===== src/inc/afe_pkg.sv =====
/*
 * Package for the front-end configuration and status register slice.
 * Assumes a 32-bit APB slave, one aligned word per register, 8-bit data in the low bits.
 */
`default_nettype none
package afe_pkg;
    // ------------------------------------------------------------------
    // Register indices and byte addresses
    // ------------------------------------------------------------------
    localparam logic [7:0]  AFE_IDX_SPARE_0E = 8'h0E;
    localparam logic [7:0]  AFE_IDX_SPARE_0F = 8'h0F;
    localparam logic [7:0]  AFE_IDX_CONFIG   = 8'h10;
    localparam logic [7:0]  AFE_IDX_ALARM    = 8'h11;
    localparam logic [7:0]  AFE_IDX_STATUS   = 8'h12;
    localparam logic [7:0]  AFE_IDX_IRQ_STAT = 8'h20;
    localparam logic [7:0]  AFE_IDX_IRQ_MASK = 8'h21;
    localparam logic [11:0] AFE_ADDR_SPARE_0E = {2'h0, AFE_IDX_SPARE_0E, 2'h0};
    localparam logic [11:0] AFE_ADDR_SPARE_0F = {2'h0, AFE_IDX_SPARE_0F, 2'h0};
    localparam logic [11:0] AFE_ADDR_CONFIG   = {2'h0, AFE_IDX_CONFIG, 2'h0};
    localparam logic [11:0] AFE_ADDR_ALARM    = {2'h0, AFE_IDX_ALARM, 2'h0};
    localparam logic [11:0] AFE_ADDR_STATUS   = {2'h0, AFE_IDX_STATUS, 2'h0};
    localparam logic [11:0] AFE_ADDR_IRQ_STAT = {2'h0, AFE_IDX_IRQ_STAT, 2'h0};
    localparam logic [11:0] AFE_ADDR_IRQ_MASK = {2'h0, AFE_IDX_IRQ_MASK, 2'h0};

    // ------------------------------------------------------------------
    // Reset values and field codes
    // ------------------------------------------------------------------
    localparam logic [7:0] AFE_RST_SPARE   = 8'h00;
    localparam logic [7:0] AFE_RST_CONFIG  = 8'h50;
    localparam logic [2:0] AFE_SW_EXTERNAL = 3'h0;
    localparam logic [2:0] AFE_SW_MIDSUPPLY = 3'h5;
    localparam logic [3:0] AFE_GAIN_MAX    = 4'hB;
    localparam int         AFE_CHK_ERR_BIT = 4;
    localparam logic [3:0] AFE_REVISION_DEFAULT = 4'h1; // Arbitrary value.
    localparam logic [1:0] AFE_RST_IRQ     = 2'h0;

    // Interrupt status bit positions.
    localparam int AFE_IRQ_ALARM   = 0;
    localparam int AFE_IRQ_CHK_ERR = 1;

    // Front-end configuration fields.
    typedef struct packed {
        logic       rsvd;
        logic [2:0] input_switch_select;
        logic [3:0] gain;
    } afe_config_t;

    // Eight monitor alarm bits, bit 7 first.
    typedef struct packed {
        logic out_neg_low_alarm;
        logic out_neg_high_alarm;
        logic out_pos_low_alarm;
        logic out_pos_high_alarm;
        logic in_neg_low_alarm;
        logic in_neg_high_alarm;
        logic in_pos_low_alarm;
        logic in_pos_high_alarm;
    } afe_alarm_t;
endpackage : afe_pkg
`default_nettype wire


===== src/verilog/afe_regs.sv =====
/*
 * APB register slice: spare words, front-end configuration, monitor alarms,
 * check-error and revision status, plus interrupt status and mask.
 * Assumes an APB master on clk and monitor and error inputs synchronous to clk.
 */
`default_nettype none
// Functional notes
// - Switch code 000 selects external input, 101 mid-supply, reset 101.
// - Gain codes 0 to 11 map 0.125 up to 128; higher codes reserved.
// - Configuration register at 10h resets to 50h; bit 7 reserved.
// - Alarm register at 11h holds eight read-only monitor alarm bits.
// - Alarm bit reads one while active; a read clears the bits.
// - Alarm register has no defined reset value.
// - Status bit 4 sets on check error, held until written zero.
// - Status bits 3 to 0 give a revision value.
// - Spare register 0Eh reads 00h; host writes only 00h.
// - Spare register 0Fh reads 00h; host writes only 00h.
module afe_regs
    import afe_pkg::*;
#(
    parameter logic [3:0] REVISION = AFE_REVISION_DEFAULT // Arbitrary value.
) (
    // Clock and reset.
    input  wire logic        clk,
    input  wire logic        rst,
    // APB slave.
    input  wire logic        psel,
    input  wire logic        penable,
    input  wire logic        pwrite,
    input  wire logic [11:0] paddr,
    input  wire logic [31:0] pwdata,
    input  wire logic [3:0]  pstrb,
    output logic      [31:0] prdata,
    output logic             pready,
    output logic             pslverr,
    // Monitor and link events.
    input  wire afe_alarm_t  alarm_in,
    input  wire logic        chk_err_second_select,
    // Front-end controls.
    output logic      [11:0] gain_onehot,
    output logic             sel_external,
    output logic             sel_midsupply,
    output afe_config_t      config_out,
    // Interrupt.
    output logic             irq
);
    // --------------------------------------------------------------
    // State
    // --------------------------------------------------------------
    afe_config_t cfg_q, cfg_d;
    afe_alarm_t  alarm_q, alarm_d;
    logic        chk_q, chk_d;
    logic [1:0]  ists_q, ists_d;
    logic [1:0]  imsk_q, imsk_d;
    logic [31:0] rdata_q, rdata_d;
    logic        ready_q, ready_d;
    logic        err_q, err_d;
    logic        irq_q, irq_d;
    logic [11:0] gain_q, gain_d;
    logic        ext_q, ext_d, mid_q, mid_d;
    logic [11:0] dec_gain;
    logic        dec_ext, dec_mid, dec_rsvd;

    logic setup, acc, wr, rd, mapped, wr_lane0;
    assign setup    = psel && !penable;
    assign acc      = psel && penable && ready_q;
    assign wr       = acc && pwrite;
    assign rd       = acc && !pwrite;
    assign wr_lane0 = wr && pstrb[0];
    assign mapped   = (paddr == AFE_ADDR_SPARE_0E) || (paddr == AFE_ADDR_SPARE_0F) ||
                      (paddr == AFE_ADDR_CONFIG) || (paddr == AFE_ADDR_ALARM) ||
                      (paddr == AFE_ADDR_STATUS) || (paddr == AFE_ADDR_IRQ_STAT) ||
                      (paddr == AFE_ADDR_IRQ_MASK);

    // --------------------------------------------------------------
    // Decoder
    // --------------------------------------------------------------
    afe_gain_decode u_dec (
        .gain_code     (cfg_q.gain),
        .switch_code   (cfg_q.input_switch_select),
        .gain_onehot   (dec_gain),
        .sel_external  (dec_ext),
        .sel_midsupply (dec_mid),
        .code_reserved (dec_rsvd)
    );

    // --------------------------------------------------------------
    // Next-state logic
    // --------------------------------------------------------------
    // No wait state: setup arms pready, access completes the next cycle.
    // Read data is captured from the current state at setup, so a clearing
    // read returns what was held before the clear.
    always_comb begin
        cfg_d   = cfg_q;
        alarm_d = alarm_q;
        chk_d   = chk_q;
        ists_d  = ists_q;
        imsk_d  = imsk_q;
        rdata_d = rdata_q;
        err_d   = 1'b0; // Error flag stands with pready only.
        ready_d = setup;
        if (setup) begin
            err_d   = !mapped;
            rdata_d = 32'h0000_0000;
            case (paddr)
                AFE_ADDR_SPARE_0E: rdata_d[7:0] = AFE_RST_SPARE;
                AFE_ADDR_SPARE_0F: rdata_d[7:0] = AFE_RST_SPARE;
                AFE_ADDR_CONFIG:   rdata_d[7:0] = cfg_q;
                AFE_ADDR_ALARM:    rdata_d[7:0] = alarm_q;
                AFE_ADDR_STATUS:   rdata_d[7:0] = {3'h0, chk_q, REVISION};
                AFE_ADDR_IRQ_STAT: rdata_d[1:0] = ists_q;
                AFE_ADDR_IRQ_MASK: rdata_d[1:0] = imsk_q;
                default:           rdata_d = 32'h0000_0000;
            endcase
        end
        // Configuration write; reserved bit 7 is forced to zero.
        if (wr_lane0 && paddr == AFE_ADDR_CONFIG) begin
            cfg_d      = pwdata[7:0];
            cfg_d.rsvd = 1'b0;
        end
        // Check-error flag: write zero clears, a new error wins.
        if (wr_lane0 && paddr == AFE_ADDR_STATUS && !pwdata[AFE_CHK_ERR_BIT]) begin
            chk_d = 1'b0;
        end
        if (chk_err_second_select) begin
            chk_d = 1'b1;
        end
        // Alarms: read clears, then live alarms set again so none is lost.
        if (rd && paddr == AFE_ADDR_ALARM) begin
            alarm_d = 8'h00;
        end
        alarm_d = alarm_d | alarm_in;
        if (wr_lane0 && paddr == AFE_ADDR_IRQ_MASK) begin
            imsk_d = pwdata[1:0];
        end
        if (wr_lane0 && paddr == AFE_ADDR_IRQ_STAT) begin
            ists_d = ists_q & ~pwdata[1:0];
        end
        if (|alarm_in) begin
            ists_d[AFE_IRQ_ALARM] = 1'b1;
        end
        if (chk_err_second_select) begin
            ists_d[AFE_IRQ_CHK_ERR] = 1'b1;
        end
    end

    // Outputs registered so that all leave a flop: irq from the next values, gain and switch lines decoded from the current configuration.
    always_comb begin
        irq_d  = |(ists_d & imsk_d);
        gain_d = dec_gain;
        ext_d  = dec_ext;
        mid_d  = dec_mid;
    end

    // --------------------------------------------------------------
    // Registers
    // --------------------------------------------------------------
    // Alarm bits take zero at reset only because a flop needs a constant;
    // software must treat them as undefined until a monitor update.
    always_ff @(posedge clk or posedge rst) begin
        if (rst) begin
            cfg_q   <= AFE_RST_CONFIG;
            alarm_q <= 8'h00;
            chk_q   <= 1'b0;
            ists_q  <= AFE_RST_IRQ;
            imsk_q  <= AFE_RST_IRQ;
            rdata_q <= 32'h0000_0000;
            ready_q <= 1'b0;
            err_q   <= 1'b0;
            irq_q   <= 1'b0;
            gain_q  <= 12'h001;
            ext_q   <= 1'b0;
            mid_q   <= 1'b1;
        end else begin
            cfg_q   <= cfg_d;
            alarm_q <= alarm_d;
            chk_q   <= chk_d;
            ists_q  <= ists_d;
            imsk_q  <= imsk_d;
            rdata_q <= rdata_d;
            ready_q <= ready_d;
            err_q   <= err_d;
            irq_q   <= irq_d;
            gain_q  <= gain_d;
            ext_q   <= ext_d;
            mid_q   <= mid_d;
        end
    end

    assign prdata        = rdata_q;
    assign pready        = ready_q;
    assign pslverr       = err_q;
    assign irq           = irq_q;
    assign gain_onehot   = gain_q;
    assign sel_external  = ext_q;
    assign sel_midsupply = mid_q;
    assign config_out    = cfg_q;

    // --------------------------------------------------------------
    // Assertions
    // --------------------------------------------------------------
    property p_cfg_rsvd;
        @(posedge clk) disable iff (rst) cfg_q.rsvd == 1'b0;
    endproperty
    a_cfg_rsvd: assert property (p_cfg_rsvd) else $error("config bit 7 set");

    property p_alarm_clear;
        @(posedge clk) disable iff (rst)
            (rd && paddr == AFE_ADDR_ALARM) |=> (alarm_q == $past(alarm_in));
    endproperty
    a_alarm_clear: assert property (p_alarm_clear) else $error("alarm not cleared");

    property p_alarm_hold;
        @(posedge clk) disable iff (rst)
            !(rd && paddr == AFE_ADDR_ALARM) |=> ((alarm_q & $past(alarm_q)) == $past(alarm_q));
    endproperty
    a_alarm_hold: assert property (p_alarm_hold) else $error("alarm lost");

    property p_chk_set;
        @(posedge clk) disable iff (rst) chk_err_second_select |=> chk_q;
    endproperty
    a_chk_set: assert property (p_chk_set) else $error("check error missed");

    property p_chk_hold;
        @(posedge clk) disable iff (rst)
            (chk_q && !(wr && paddr == AFE_ADDR_STATUS)) |=> chk_q;
    endproperty
    a_chk_hold: assert property (p_chk_hold) else $error("check error dropped");

    property p_spare_read;
        @(posedge clk) disable iff (rst)
            (setup && (paddr == AFE_ADDR_SPARE_0E || paddr == AFE_ADDR_SPARE_0F))
            |=> (prdata == 32'h0000_0000) && pready;
    endproperty
    a_spare_read: assert property (p_spare_read) else $error("spare not zero");

    property p_status_read;
        @(posedge clk) disable iff (rst)
            (setup && paddr == AFE_ADDR_STATUS)
            |=> (prdata[7:5] == 3'h0) && (prdata[3:0] == REVISION);
    endproperty
    a_status_read: assert property (p_status_read) else $error("status read wrong");

    property p_switch;
        @(posedge clk) disable iff (rst)
            ##1 (sel_midsupply == ($past(cfg_q.input_switch_select) == AFE_SW_MIDSUPPLY));
    endproperty
    a_switch: assert property (p_switch) else $error("switch decode wrong");

    property p_gain;
        @(posedge clk) disable iff (rst)
            ##1 ($past(cfg_q.gain) > AFE_GAIN_MAX) == (gain_onehot == 12'h000);
    endproperty
    a_gain: assert property (p_gain) else $error("gain decode wrong");

    property p_switch_ext;
        @(posedge clk) disable iff (rst)
            ##1 (sel_external == ($past(cfg_q.input_switch_select) == AFE_SW_EXTERNAL));
    endproperty
    a_switch_ext: assert property (p_switch_ext) else $error("external select wrong");

    // One gain line per legal code, and the line of that very code.
    property p_gain_onehot;
        @(posedge clk) disable iff (rst)
            ##1 ($past(cfg_q.gain) <= AFE_GAIN_MAX)
            |-> (gain_onehot == (12'h001 << $past(cfg_q.gain)));
    endproperty
    a_gain_onehot: assert property (p_gain_onehot) else $error("gain line wrong");

    property p_code_reserved;
        @(posedge clk) disable iff (rst)
            (cfg_q.gain > AFE_GAIN_MAX) |-> (dec_rsvd && (dec_gain == 12'h000));
    endproperty
    a_code_reserved: assert property (p_code_reserved) else $error("reserved gain used");

    property p_switch_reserved;
        @(posedge clk) disable iff (rst)
            (cfg_q.input_switch_select != AFE_SW_EXTERNAL &&
             cfg_q.input_switch_select != AFE_SW_MIDSUPPLY)
            |-> (dec_rsvd && !dec_ext && !dec_mid);
    endproperty
    a_switch_reserved: assert property (p_switch_reserved) else $error("reserved switch used");

    property p_cfg_write;
        @(posedge clk) disable iff (rst)
            (wr_lane0 && paddr == AFE_ADDR_CONFIG) |=> (cfg_q == {1'b0, $past(pwdata[6:0])});
    endproperty
    a_cfg_write: assert property (p_cfg_write) else $error("config write lost");

    // Nothing but a configuration write may move the configuration word.
    property p_cfg_hold;
        @(posedge clk) disable iff (rst)
            !(wr_lane0 && paddr == AFE_ADDR_CONFIG) |=> $stable(cfg_q);
    endproperty
    a_cfg_hold: assert property (p_cfg_hold) else $error("config changed unasked");

    property p_alarm_read;
        @(posedge clk) disable iff (rst)
            (setup && paddr == AFE_ADDR_ALARM) |=> (prdata[7:0] == $past(alarm_q));
    endproperty
    a_alarm_read: assert property (p_alarm_read) else $error("alarm read not pre-clear");

    // A clearing write with no new error in that cycle must drop the flag.
    property p_chk_clear;
        @(posedge clk) disable iff (rst)
            (wr_lane0 && paddr == AFE_ADDR_STATUS && !pwdata[AFE_CHK_ERR_BIT] &&
             !chk_err_second_select) |=> !chk_q;
    endproperty
    a_chk_clear: assert property (p_chk_clear) else $error("check error not cleared");

    property p_unmapped;
        @(posedge clk) disable iff (rst)
            (setup && !mapped) |=> (pslverr && pready && (prdata == 32'h0000_0000));
    endproperty
    a_unmapped: assert property (p_unmapped) else $error("unmapped access not refused");
endmodule : afe_regs
`default_nettype wire


===== src/verilog/afe_gain_decode.sv =====
/*
 * Decodes the gain and input switch codes into one-hot controls for the analog path.
 * Assumes the codes come straight from the configuration register.
 */
`default_nettype none
module afe_gain_decode
    import afe_pkg::*;
(
    // Codes in.
    input  wire logic [3:0]  gain_code,
    input  wire logic [2:0]  switch_code,
    // Decoded controls.
    output logic      [11:0] gain_onehot,
    output logic             sel_external,
    output logic             sel_midsupply,
    output logic             code_reserved
);
    // --------------------------------------------------------------
    // Decode
    // --------------------------------------------------------------
    // Reserved gain codes give no gain line at all, so the path stays idle.
    always_comb begin
        gain_onehot   = 12'h000;
        if (gain_code <= AFE_GAIN_MAX) begin
            gain_onehot[gain_code] = 1'b1;
        end
        sel_external  = (switch_code == AFE_SW_EXTERNAL);
        sel_midsupply = (switch_code == AFE_SW_MIDSUPPLY);
        code_reserved = (gain_code > AFE_GAIN_MAX) || !(sel_external || sel_midsupply);
    end
endmodule : afe_gain_decode
`default_nettype wire


===== config.mk =====
export PLATFORM = sky130hd
export DESIGN_NAME = afe_regs
export DESIGN_NICKNAME = d
export VERILOG_FILES = /design/src/inc/afe_pkg.sv /design/src/verilog/afe_regs.sv /design/src/verilog/afe_gain_decode.sv
export SDC_FILE = /design/constraint.sdc
export NUM_CORES = 1
export LEC_CHECK = 0
export ABC_AREA = 1
export BUFFER_PORTS_ARGS = -buffer_cell sky130_fd_sc_hd__clkbuf_2
export CORE_MARGIN = 1
export CORE_UTILIZATION = 48
export CTS_CLUSTER_SIZE = 16
export DETAILED_ROUTE_END_ITERATION = 10
export PLACE_DENSITY = 0.86
export SETUP_SLACK_MARGIN = 0.15
export SLEW_MARGIN = 5
export SYNTH_ARGS = -nofsm -noshare
export SYNTH_HDL_FRONTEND = slang
export SYNTH_SLANG_ARGS = --single-unit

===== constraint.sdc =====
create_clock -name clk -period 2.4 [get_ports clk]
set_input_delay 0.24 -clock clk [delete_from_list [all_inputs] [get_ports clk]]
set_output_delay 0.24 -clock clk [all_outputs]
set_load 0.01 [all_outputs]

* Yosys cells after proc, flatten, opt, wreduce, memory -nomap -nowiden
Cells that the tools add are included.
Storage, ports and cells: output and inout port bits 57, register bits after elaboration 45, input bits 62
Cells by class: order comparisons 3, muxes and demuxes 13, equality and inequality tests 8, bitwise logic cells 4, reduce and logical (&&, ||, !) cells 27
Operator list (count):
- 12-bit by 7-bit equality test with 1-bit output (second input constant) | 3
- 12-bit by 6-bit equality test with 1-bit output (second input constant) | 2
- 12-bit by 8-bit equality test with 1-bit output (second input constant) | 2
- 6-bit one-hot mux with 3 select lines | 1
- 1-bit logical AND | 13
- 12-bit 2-to-1 mux | 1
- 2-bit one-hot mux with 5 select lines | 1
- 8-bit 2-to-1 mux | 1
- 8-bit bitwise OR | 1
- 8-bit OR reduction | 1
- 1-bit logical OR | 6
- 1-bit 2-to-1 mux | 6
- 4-bit by 5-bit less-than comparator with 1-bit output (second input constant) | 1
- 2-bit bitwise AND | 2
- 1-bit demux with 4-bit select | 1
- 4-bit by 1-bit >= comparator with 1-bit output (second input constant) | 1
- 4-bit less-or-equal comparator (second input constant) | 1
- 1-bit logical NOT | 4
- 2-bit 2-to-1 mux | 2
- 3-bit equality test (second input constant) | 1
- 3-bit logical NOT | 1
- 2-bit inverter | 1
- 2-bit nonzero test | 1
- 2-bit OR reduction | 1

* Depth between registers and ports, before layout
Gate-level depths: netlist (run 1).
depth after elaboration 9, gate-level depth with buffers 9, mapped depth without buffers 9

* Modules after synthesis
From an unflattened synthesis (run 1), not the netlist that was laid out.
Unflattened totals: cells, all modules 277, area total of the unflattened synthesis 2212.1 um^2
Modules (own cells, without submodules):
- afe_regs | times used 1, sequential area each 1131.1 um^2, cells each 245, area an instance 2083.2 um^2
- afe_gain_decode | times used 1, sequential area each 0.0 um^2, cells each 32, area an instance 128.9 um^2

* Worst setup path after synthesis (run 1)
OpenSTA, ideal clock, no wires.
kind flip-flop to flip-flop, from reg ready_q, in the netlist pready, to reg cfg_q, in the netlist config_out[3], clock period less this slack 1284 ps, cell stages (with the launch flop) 7, required time 2277 ps, arrival 1161 ps, setup time 123 ps, setup slack 1116 ps, cells stage by stage dfrtp_1 > nand3_1 > nor2_2 > nand2_2 > buf_6 > nor2_1 > a21oi_1
On the way: longest elaborated chain between the ends 4
Ends and longest elaborated chain:
- start: declaration | RTL line afe_regs.sv:56 | logic ready_q, ready_d;
- start signal: assignment | RTL line afe_regs.sv:181 | ready_q <= ready_d;
- 1-bit logical AND | RTL line afe_regs.sv:66 | assign acc = psel && penable && ready_q;
- 1-bit logical AND | RTL line afe_regs.sv:67 | assign wr = acc && pwrite;
- 1-bit logical AND | RTL line afe_regs.sv:69 | assign wr_lane0 = wr && pstrb[0];
- 1-bit logical AND | RTL line afe_regs.sv:117 | if (wr_lane0 && paddr == AFE_ADDR_CONFIG) begin
- end signal: assignment | RTL line afe_regs.sv:175 | cfg_q <= cfg_d;
- end: declaration | RTL line afe_regs.sv:50 | afe_config_t cfg_q, cfg_d;
No other way between the ends. A chain may end at the register's enable or synchronous reset.

* Worst setup path after layout (run 1)
from reg ready_q, in the netlist pready, to reg cfg_q, in the netlist config_out[2]
Same word-level chain as after synthesis.

==> impl_metrics.csv, run 1 <==
group,metric,value,unit
logic_synthesis,synth-xor-area-share,0,%
hold_path,hp-class,"input port to async pin",
critical_path,worstPathMaxFanout,13,
grt,grt_max_degree,46,
logic_synthesis,synth_seq_cells,45,
logic_synthesis,synthAdderAreaFrac,0,%
logic_synthesis,post_synth_and_or_nand_nor_area_fraction,27.3,%
logic_synthesis,netlist_area,2190,um^2
sta,timing_worst_slew_pin_value,549,ps
sta,finalCritPeriodShare,58.5,%
sta,worst_clock_skew_on_the_final_layout,5.73,ps
sta,drv_slew,0,
floorplanning,fp.dieW,69.5,um
sta,finalWorstSetupSlack,996,ps
grt,grt_antenna_before_repair,0,
logic_synthesis,synth_top_family_by_area,"simple AND/OR/NAND/NOR gates",
grt,track_usage,20.7,%
sta,final_hold_fails,0,
critical_path,worstPathCellList,"nand3_1 > nor2_2 > nand2_2 > nor2_1 > a21oi_1",
floorplanning,floorplan.die_area,4840,um^2
logic_synthesis,synth_cell_type_count,24,
layout,n_fill_cell,403,
logic_synthesis,number_of_instances_in_the_synthesized_netlist,264,
floorplanning,count_of_standard_cell_rows,24,
critical_path,critPathSlowestCell,"nor2_2",
critical_path,worstPathRequired,2590,ps
critical_path,worst_ep_arrival_time,1590,ps
power,leakage_power_of_the_design,1.51,nW
routing,num_vias,1847,
sta,total_negative_slack,0,ps
logic_synthesis,synth_sequential_area_ratio,51.7,%
placement,post-place-ws,890,ps
status,outcome,"finished clean",
sta,grt_setup_unrepaired,"false",
floorplanning,die-height,69.5,um
grt,grt_most_used_layer,"met2",
routing,wirelength,4.66,mm
routing,drtIter0Drc,135,
layout,layout-area-overhead-vs-synth,18.6,%
sta,finalCriticalPeriod,1400,ps
cts,ctsLongestPathBuffers,2,
layout,post_route_cells_drive_above_1_share,26.4,%
cts,tritoncts.num_buffers,5,
grt,vias_in_the_first_global_route,1700,
logic_synthesis,synth_compound_area_share,5.77,%
power,peakVddDrop,371,uV
logic_synthesis,syn_area_per_cell,8.29,um^2
logic_synthesis,ys_warn_count,0,
sta,fin_worst_hold_slack,46.5,ps
grt,grt_first_pass_wirelength,7.80,mm
critical_path,critical_path_class,"flop to flop",
cts,cts.clk_slew.worst_paths,80,ps
cts,clock_sink_count,45,
routing,initial_drt_pass_iterations,5,
placement,place.gp.congestion,0.824,
floorplanning,effective_utilization_at_floorplan,49.9,%
cts,post_cts.resized_instances,0,
routing,drt-wirelength-per-cell,12.0,um
placement,io_buffer_count,65,
cts,post_cts_repair_timing_setup_buffer_count,0,
sta,achievable-frequency,0.712,GHz
layout,finish.net_count,398,
sta,setup-violations-final,0,
power,p_per_area,550,nW/um^2
routing,drt_drc_violations_left,0,
job,max_cap_viols,0,
layout,insertedDiodeCount,0,
grt,grt_util_met2,33.4,%
cts,clock-root-buffer,"clkbuf_8",
placement,dp_hpwl,3.54,mm
routing,postRouteAntennaNets,0,
critical_path,critical-path-max-stage-delay,360,ps
sta,slew_margin_rel,63.4,%
cts,worstSkewPairLatency,300,ps
floorplanning,count_of_boundary_i_o_pins,119,
cts,quantity_of_hold_fixing_buffers_added_after_cts,0,
logic_synthesis,synth.area.mux_share,0,%
routing,routed_via_density,4.75,
critical_path,start_kind,"flop",
cts,htreeDepth,2,
grt,global_route.usage.met3,4.22,%
critical_path,critPathCaptureType,"flop",
cts,tritoncts,"built",
grt,gr-usage-met1,27.1,%
grt,grt_overflow,0,
floorplanning,design.core.area,4380,um^2
[flip-flops by register name, summed over array words and instances (netlist names)]
register / count
sel_midsupply: 1
sel_external: 1
config_out: 7
prdata: 8
alarm_q: 8
chk_q: 1
gain_onehot: 12
pslverr: 1
pready: 1
ists_q: 2
irq: 1
imsk_q: 2
[per-layer routing]
layer	wire length, um	vias up
met3	275	7
li1	-	919
met4	70	0
met5	0	-
met2	2330	61
met1	1990	860
[cell families after synthesis]
group / after synthesis
other: 1
AO/OA/AOI/OAI: 23
AND/OR/NAND/NOR: 134
flip-flops: 45
buffers and inverters: 61
[synth_stat cells]
| cell type | instances | share of area [%] |
|---|---|---|
| nand2_1 | 61 | 10 |
| dfrtp_1 | 41 | 47 |
| nor2_1 | 37 | 6.3 |
| inv_1 | 33 | 5.7 |
| buf_4 | 25 | 8.6 |
| nand3_1 | 16 | 3.7 |
| o21ai_0 | 8 | 1.8 |
| a21oi_1 | 6 | 1.4 |
| nand4_1 | 6 | 1.7 |
| nand2_2 | 5 | 1.4 |
| dfstp_2 | 4 | 4.8 |
| nor3_1 | 4 | 0.91 |
| o21ai_1 | 3 | 0.69 |
| o22ai_1 | 3 | 0.86 |
| nor2_2 | 2 | 0.57 |
| o31ai_1 | 2 | 0.69 |
| buf_6 | 1 | 0.51 |
| clkinv_1 | 1 | 0.17 |
| conb_1 | 1 | 0.17 |
| inv_2 | 1 | 0.17 |
| nor2_4 | 1 | 0.51 |
| nor3_4 | 1 | 0.74 |
| nor4_4 | 1 | 0.97 |
| o21bai_1 | 1 | 0.34 |
[metrics by stage]
| stage | cell area [um^2] | cells | power [W] | utilization [%] |
|---|---|---|---|---|
| 2_1_floorplan | 2280 | 288 | 0.000862 | - |
| 3_3_place_gp | 2490 | 381 | 0.000878 | 56.7 |
| 3_5_place_dp | 2490 | 381 | 0.000880 | 56.7 |
| 4_1_cts | 2600 | 389 | 0.00144 | 59.2 |
| 5_1_grt | 2600 | 389 | 0.00149 | 59.2 |
| 6_report | 2600 | 389 | 0.00143 | 59.2 |
[worst max-delay path: cells and delay by family, from the launching register on]
| kind | cells | cell delay [ps] |
|---|---|---|
| AOI/OAI and AO/OA | 1 | 50 |
| and+or+nand+nor | 4 | 900 |
| DFF | 1 | 350 |
[power by group]
part	internal (W)	switching, W
Sequential	0.000760	0.000000779
Combinational	0.0000314	0.0000727
Clock	0.000312	0.000251
Total	0.00110	0.000325
[cells in the final DEF (no fill, tap or decap)]
| master | count |
|---|---|
| clkbuf_2 | 65 |
| nand2_1 | 61 |
| dfrtp_1 | 41 |
| nor2_1 | 37 |
| inv_1 | 33 |
| conb_1 | 25 |
| nand3_1 | 16 |
| o21ai_0 | 8 |
| a21oi_1 | 6 |
| nand4_1 | 6 |
| nand2_2 | 5 |
| clkbuf_8 | 5 |
| nor3_1 | 4 |
| dfstp_2 | 4 |
| o22ai_1 | 3 |
| o21ai_1 | 3 |
| nor2_2 | 2 |
| o31ai_1 | 2 |
| buf_4 | 2 |
| nor2_4 | 1 |
| inv_2 | 1 |
| clkinv_1 | 1 |
| nor3_4 | 1 |
| nor4_4 | 1 |
| o21bai_1 | 1 |
| clkinv_4 | 1 |
| bufinv_16 | 1 |
| clkbuf_1 | 1 |
[area by class of cell]
class                   instances  area (um^2)  share of cell area (%)
multi-input cells             182          818                    31.5
flip-flops and latches         45         1130                    43.5
repair buffers                 67          340                    13.1
well taps                      52         65.1                    2.50
clock inverters                 2         38.8                    1.49
clock buffers                   6         72.6                    2.79
inverters                      35          131                    5.06
[final timing paths]
path / start / endpoint / slack, ps / depth (start not counted)
setup / recovery: pready / config_out[2] / 1000 / 5
hold / removal: rst / gain_onehot[4] / 50 / 3
setup reg to reg: pready / config_out[2] / 1000 / 5
hold reg to reg: config_out[6] / sel_midsupply / 480 / 2
max in group asynchronous: rst / sel_midsupply / 1970 / 3
min in group clk: chk_err_second_select / chk_q / 150 / 3
Power figures use the tool's default switching activity.
==> inputs of run 2 (changes only) <==
--- a/config.mk
+++ b/config.mk
@@ -8,10 +8,10 @@
 export ABC_AREA = 1
 export BUFFER_PORTS_ARGS = -buffer_cell sky130_fd_sc_hd__clkbuf_2
 export CORE_MARGIN = 1
-export CORE_UTILIZATION = 48
+export CORE_UTILIZATION = 44
 export CTS_CLUSTER_SIZE = 16
 export DETAILED_ROUTE_END_ITERATION = 10
-export PLACE_DENSITY = 0.86
+export PLACE_DENSITY = 0.8
 export SETUP_SLACK_MARGIN = 0.15
 export SLEW_MARGIN = 5
 export SYNTH_ARGS = -nofsm -noshare
==> constraint.sdc (replaced) <==
create_clock -name clk -period 1.3 [get_ports clk]
set_input_delay 0.13 -clock clk [delete_from_list [all_inputs] [get_ports clk]]
set_output_delay 0.13 -clock clk [all_outputs]
set_load 0.01 [all_outputs]
==> run 2 against run 1 <==
Count of clock-buffer cells in the layout unchanged. Fmax increased by 18%. Worst hold slack got worse by 13 ps. Sequential share of layout area decreased by 3.3 points. Non-clock buffer count increased by 13. Critical path depth increased by 2. Combinational power increased by 100%. Final cell count increased by 7.7%. Via count increased by 2.3%. Global-route usage decreased by 1.7 points. Critical endpoint is now irq.
==> impl_metrics.csv, run 2 (synthesized netlist as in run 1, its figures left out) <==
group,metric,value,unit
status,outcome,"finished clean",
sta,finalCriticalPeriod,1190,ps
layout,most-common-layout-cells,"clkbuf_2 (65), nand2_1 (58), dfrtp_1 (41)",
layout,post_route_cells_drive_above_1_share,32.4,%
sta,final_hold_fails,0,
sta,grt_setup_unrepaired,"true",
floorplanning,floorplan.die_area,5260,um^2
sta,achievable-frequency,0.840,GHz
routing,initial_drt_pass_iterations,4,
power,peakVddDrop,564,uV
power,leakage_power_of_the_design,1.60,nW
floorplanning,count_of_standard_cell_rows,25,
layout,register_area,1130,um^2
sta,setup-violations-final,0,
sta,worst_clock_skew_on_the_final_layout,4.64,ps
cts,clock_sink_count,45,
power,pwr-share-seq,52.9,%
critical_path,critical_path.n_buffers_inverters,0,
floorplanning,count_of_boundary_i_o_pins,119,
routing,num_vias,1890,
routing,routed_via_density,4.51,
floorplanning,die-height,72.5,um
placement,io_buffer_count,65,
grt,vias_in_the_first_global_route,1734,
critical_path,critPathSlowestCell,"dfrtp_1",
routing,postRouteAntennaNets,0,
routing,drt_drc_violations_left,0,
critical_path,worstPathCellList,"nand3_4 > nor2_4 > nand4_1 > nand2_1 > nand2_1 > nand2_1 > nand2_1",
power,internal_power,0.00205,W
critical_path,worstPathMaxFanout,5,
cts,ctsLongestPathBuffers,2,
placement,place.gp.congestion,0.864,
cts,worstSkewPairLatency,300,ps
layout,layout.cells.most_common,"clkbuf_2",
grt,grt_antenna_before_repair,0,
layout,area_used_by_multi_input_combinational_logic,897,um^2
layout,fin_util,59.1,%
critical_path,worstPathRequired,1490,ps
power,power.switching_fraction,22.8,%
power,p_per_area,944,nW/um^2
cts,tritoncts,"built",
grt,grt_overflow,0,
critical_path,critical-path-max-stage-delay,400,ps
routing,drtIter0Drc,68,
layout,finish.net_count,413,
grt,grt_max_degree,26,
placement,dp_hpwl,3.55,mm
sta,fin_worst_hold_slack,33.8,ps
critical_path,critical_path_class,"flop to flop",
layout,insertedDiodeCount,0,
critical_path,worst_ep_arrival_time,1380,ps
layout,n_fill_cell,461,
placement,dpl-instance-area,2560,um^2
sta,slew_margin_rel,66.2,%
power,part_of_the_power_in_combinational_logic,8.0,%
layout,largest_register_ffs,12,
cts,clock-root-buffer,"clkbuf_8",
hold_path,hp-class,"input port to flop",
sta,finalCritPeriodShare,91.5,%
floorplanning,design.core.area,4750,um^2
routing,wirelength,4.69,mm
grt,grt_first_pass_wirelength,7.40,mm
critical_path,critPathTopFamily,"simple AND/OR/NAND/NOR gates",
sta,total_negative_slack,0,ps
critical_path,reg2reg_slack,110,ps
cts,cts.clk_slew.worst_paths,80,ps
power,netSwitchingPower,0.000606,W
routing,drt-wirelength-per-cell,11.2,um
layout,layout-area-overhead-vs-synth,28.4,%
cts,htreeDepth,2,
critical_path,critPathCaptureType,"flop",
job,max_cap_viols,0,
floorplanning,effective_utilization_at_floorplan,46.1,%
critical_path,start_kind,"flop",
layout,post_layout_instance_area,2810,um^2
cts,tritoncts.num_buffers,5,
grt,track_usage,19.0,%
sta,timing_worst_slew_pin_value,505,ps
power,clock_power_share,39.1,%
floorplanning,fp.dieW,72.5,um
critical_path,path_common_cell,"nand2_1",
sta,drv_slew,0,
## run 2: metal layers
layer	up-vias	part of all wire [%]	global-route usage, %
met2	70	48	32.3
met3	10	5.5	4.03
met5	-	0	0
met1	857	44	23.2
li1	953	-	-
met4	0	2.0	8.71
## run 2: layout make-up
class	instances	share of cell area, %
sequential	45	40.2
multi-input combinational	184	31.9
timing repair buffer	80	16.1
inverter	35	4.81
tap	67	2.98
clock buffer	6	2.58
clock inverter	2	1.38
## run 2: metrics by stage
step	power (W)	setup slack [ps]	cells
after floorplan	0.00159	109	288
after global placement	0.00163	16.0	401
after detailed placement	0.00163	-12.7	401
after CTS	0.00267	113	416
after global routing	0.00276	7.85	419
final	0.00266	110	419
## run 2: power groups by stage
stage / combinational [W] / clock (W) / sequential (W)
CTS: 0.000209 / 0.00106 / 0.00140
global route: 0.000241 / 0.00112 / 0.00141
detailed placement: 0.000200 / 0 / 0.00143
floorplan: 0.000161 / 0 / 0.00143
global placement: 0.000197 / 0 / 0.00143
finish: 0.000213 / 0.00104 / 0.00140
## run 2: final timing paths
kind,to,from,cells past startpoint
max,irq,pready,7
min,alarm_q[1],alarm_in[1],3
max reg2reg,irq,pready,7
min reg2reg,prdata[5],prdata[5],2
max in group asynchronous,alarm_q[5],rst,4
min in group asynchronous,gain_onehot[6],rst,3
## run 2: timing repair
action | CTS | global route
pin swaps | 1 | 6
hold buffers | 1 | 0
setup buffers | 5 | 2
cloned | 1 | 1
endpoints found under the hold margin | 19 | 0
gates resized for setup | 1 | 16
endpoints found under the setup margin | 11 | 20
## run 2: worst reg2reg max path, delay by kind of cell, from the launching register on
kind / cells / cell delay, ps
AND/OR/NAND/NOR: 7 / 680
flip-flops: 1 / 400
==> inputs of run 3 (changes only) <==
--- a/config.mk
+++ b/config.mk
@@ -9,6 +9,7 @@
 export BUFFER_PORTS_ARGS = -buffer_cell sky130_fd_sc_hd__clkbuf_2
 export CORE_MARGIN = 1
 export CORE_UTILIZATION = 44
+export CTS_CLUSTER_DIAMETER = 120
 export CTS_CLUSTER_SIZE = 16
 export DETAILED_ROUTE_END_ITERATION = 10
 export PLACE_DENSITY = 0.8
==> constraint.sdc (replaced) <==
create_clock -name clk -period 1.1 [get_ports clk]
set_input_delay 0.11 -clock clk [delete_from_list [all_inputs] [get_ports clk]]
set_output_delay 0.11 -clock clk [all_outputs]
set_load 0.01 [all_outputs]
==> run 3 against run 2 <==
The run now ends with negative setup slack left. Worst setup slack worse by 220 ps. First-iteration DRC count is 1.5% higher. Worst hold slack worse by 24 ps. Sequential power is 19% higher. Design area is 11% higher. Via count is 7.2% higher. Critical path type is now flop to output pin.
==> impl_metrics.csv, run 3 (synthesized netlist as in run 1, its figures left out) <==
group,metric,value,unit
routing,drt_drc_violations_left,0,
critical_path,path_common_cell,"buf_4",
grt,grt_overflow,0,
critical_path,critical-path-max-stage-delay,420,ps
sta,fin_worst_hold_slack,10.3,ps
sta,grt_setup_unrepaired,"true",
floorplanning,count_of_boundary_i_o_pins,119,
job,max_cap_viols,0,
floorplanning,effective_utilization_at_floorplan,46.1,%
routing,num_vias,2027,
layout,post_route_cells_drive_above_1_share,43.6,%
status,outcome,"finished, violations left",
placement,dpl-instance-area,2620,um^2
floorplanning,fp.dieW,72.5,um
sta,finalCritPeriodShare,110,%
grt,grt_antenna_before_repair,0,
routing,routed_via_density,4.67,
critical_path,start_kind,"flop",
status,failed_checks,"negative setup slack",
critical_path,worstPathMaxFanout,2,
routing,wirelength,5.40,mm
sta,setup-violations-final,18,
hold_path,worst_hold_depth,3,
power,p_per_area,988,nW/um^2
grt,grt_first_pass_wirelength,7.91,mm
hold_path,hp-class,"input port to flop",
layout,fin_util,65.4,%
grt,track_usage,20.0,%
routing,drtIter0Drc,69,
layout,insertedDiodeCount,0,
layout,layout-area-overhead-vs-synth,42.1,%
layout,finish.net_count,428,
floorplanning,design.core.area,4750,um^2
critical_path,critical_path_class,"flop to output pin",
critical_path,cell_count_along_the_critical_path,3,
cts,cts.clk_slew.worst_paths,90,ps
cts,htreeDepth,2,
placement,place.gp.congestion,0.849,
cts,clock-root-buffer,"clkbuf_8",
layout,largest_register_ffs,12,
grt,grt_max_degree,17,
placement,dp_hpwl,3.78,mm
layout,most-common-layout-cells,"nand2_1 (50), clkbuf_2 (48), dfrtp_1 (41)",
critical_path,worst_ep_arrival_time,1100,ps
power,leakage_power_of_the_design,1.72,nW
critical_path,critical_path.n_buffers_inverters,3,
sta,drv_slew,0,
placement,io_buffer_count,65,
critical_path,rr_worst_depth,6,
critical_path,worstPathCellList,"buf_4 > buf_4 > clkbuf_2",
cts,tritoncts.num_buffers,5,
routing,initial_drt_pass_iterations,4,
power,design_power_total,0.00307,W
sta,finalCriticalPeriod,1210,ps
layout,layout.cells.most_common,"nand2_1",
grt,vias_in_the_first_global_route,1712,
sta,finalWorstSetupSlack,-112,ps
sta,worst_clock_skew_on_the_final_layout,8.90,ps
floorplanning,floorplan.die_area,5260,um^2
cts,ctsLongestPathBuffers,2,
power,peakVddDrop,647,uV
sta,final_hold_fails,0,
floorplanning,count_of_standard_cell_rows,25,
cts,tritoncts,"built",
critical_path,critPathCaptureType,"output pin",
cts,worstSkewPairLatency,300,ps
cts,clock_sink_count,45,
floorplanning,die-height,72.5,um
sta,achievable-frequency,0.825,GHz
critical_path,critPathSlowestCell,"dfrtp_1",
critical_path,critPathTopFamily,"flip-flops",
routing,drt-wirelength-per-cell,12.4,um
critical_path,worstPathRequired,990,ps
layout,post_layout_instance_area,3110,um^2
routing,postRouteAntennaNets,0,
[run 3: changes by cell type in the layout (fill, tap and decap cells not counted), moves of 5 or more]
| cell | previous run | this run |
|---|---|---|
| buf_2 | 0 | 9 |
| buf_4 | 13 | 21 |
| buf_6 | 0 | 14 |
| clkbuf_2 | 65 | 48 |
| inv_1 | 32 | 27 |
| nand2_1 | 58 | 50 |
| nand2_2 | 7 | 13 |
| nor2_1 | 33 | 25 |
| nor2_2 | 5 | 10 |
| o21ai_0 | 5 | 0 |
[run 3: where the power goes]
part	switching, W	internal [W]
clock	0.000542	0.000568
combinational	0.000191	0.000114
sequential	0.00000279	0.00166
total	0.000736	0.00234
[run 3: stage by stage]
| stage | std cells | setup TNS, ps | setup slack, ps |
|---|---|---|---|
| CTS | 426 | -474 | -67.8 |
| global placement | 407 | -1480 | -109 |
| floorplan | 288 | -795 | -90.7 |
| finish | 434 | -1340 | -112 |
| detailed placement | 407 | -2010 | -168 |
| global route | 434 | -2580 | -156 |
[run 3: worst min-delay path, stage by stage]
cell and delay (ps):
clkbuf_2 70, inv_1 40, nand2_1 60
[run 3: final timing paths]
path / startpoint / end / slack, ps
worst max-delay path: pready / pready / -110
worst min-delay path: chk_err_second_select / chk_q / 10
worst max register to register: pready / config_out[2] / -90
worst min register to register: prdata[3] / prdata[3] / 490
max in group asynchronous: rst / gain_onehot[0] / 340
min in group asynchronous: rst / pslverr / 280
[run 3: area by class of cell]
cell class              count  area, um^2
fillers                   414        1640
well taps                  67        83.8
clock inverters             1        5.00
clock buffers               7        96.3
multi-input cells         184        1000
flip-flops and latches     45        1130
repair buffers             95         651
inverters                  35         140
[run 3: routing by layer]
metal,share of wire (%),wire length [um],track usage [%]
met1,41,2190,25.9
met2,52,2790,32.8
met4,1.1,57,7.41
met5,0,0,0
met3,6.7,359,4.58
[run 3: repair_timing]
item / in CTS / in global routing
endpoints found under the setup margin: 32 / 54
hold buffers: 1 / 0
setup buffers: 8 / 8
resized for setup: 11 / 72
pin swaps: 8 / 24
endpoints found under the hold margin: 26 / 0
gates cloned: 2 / 0
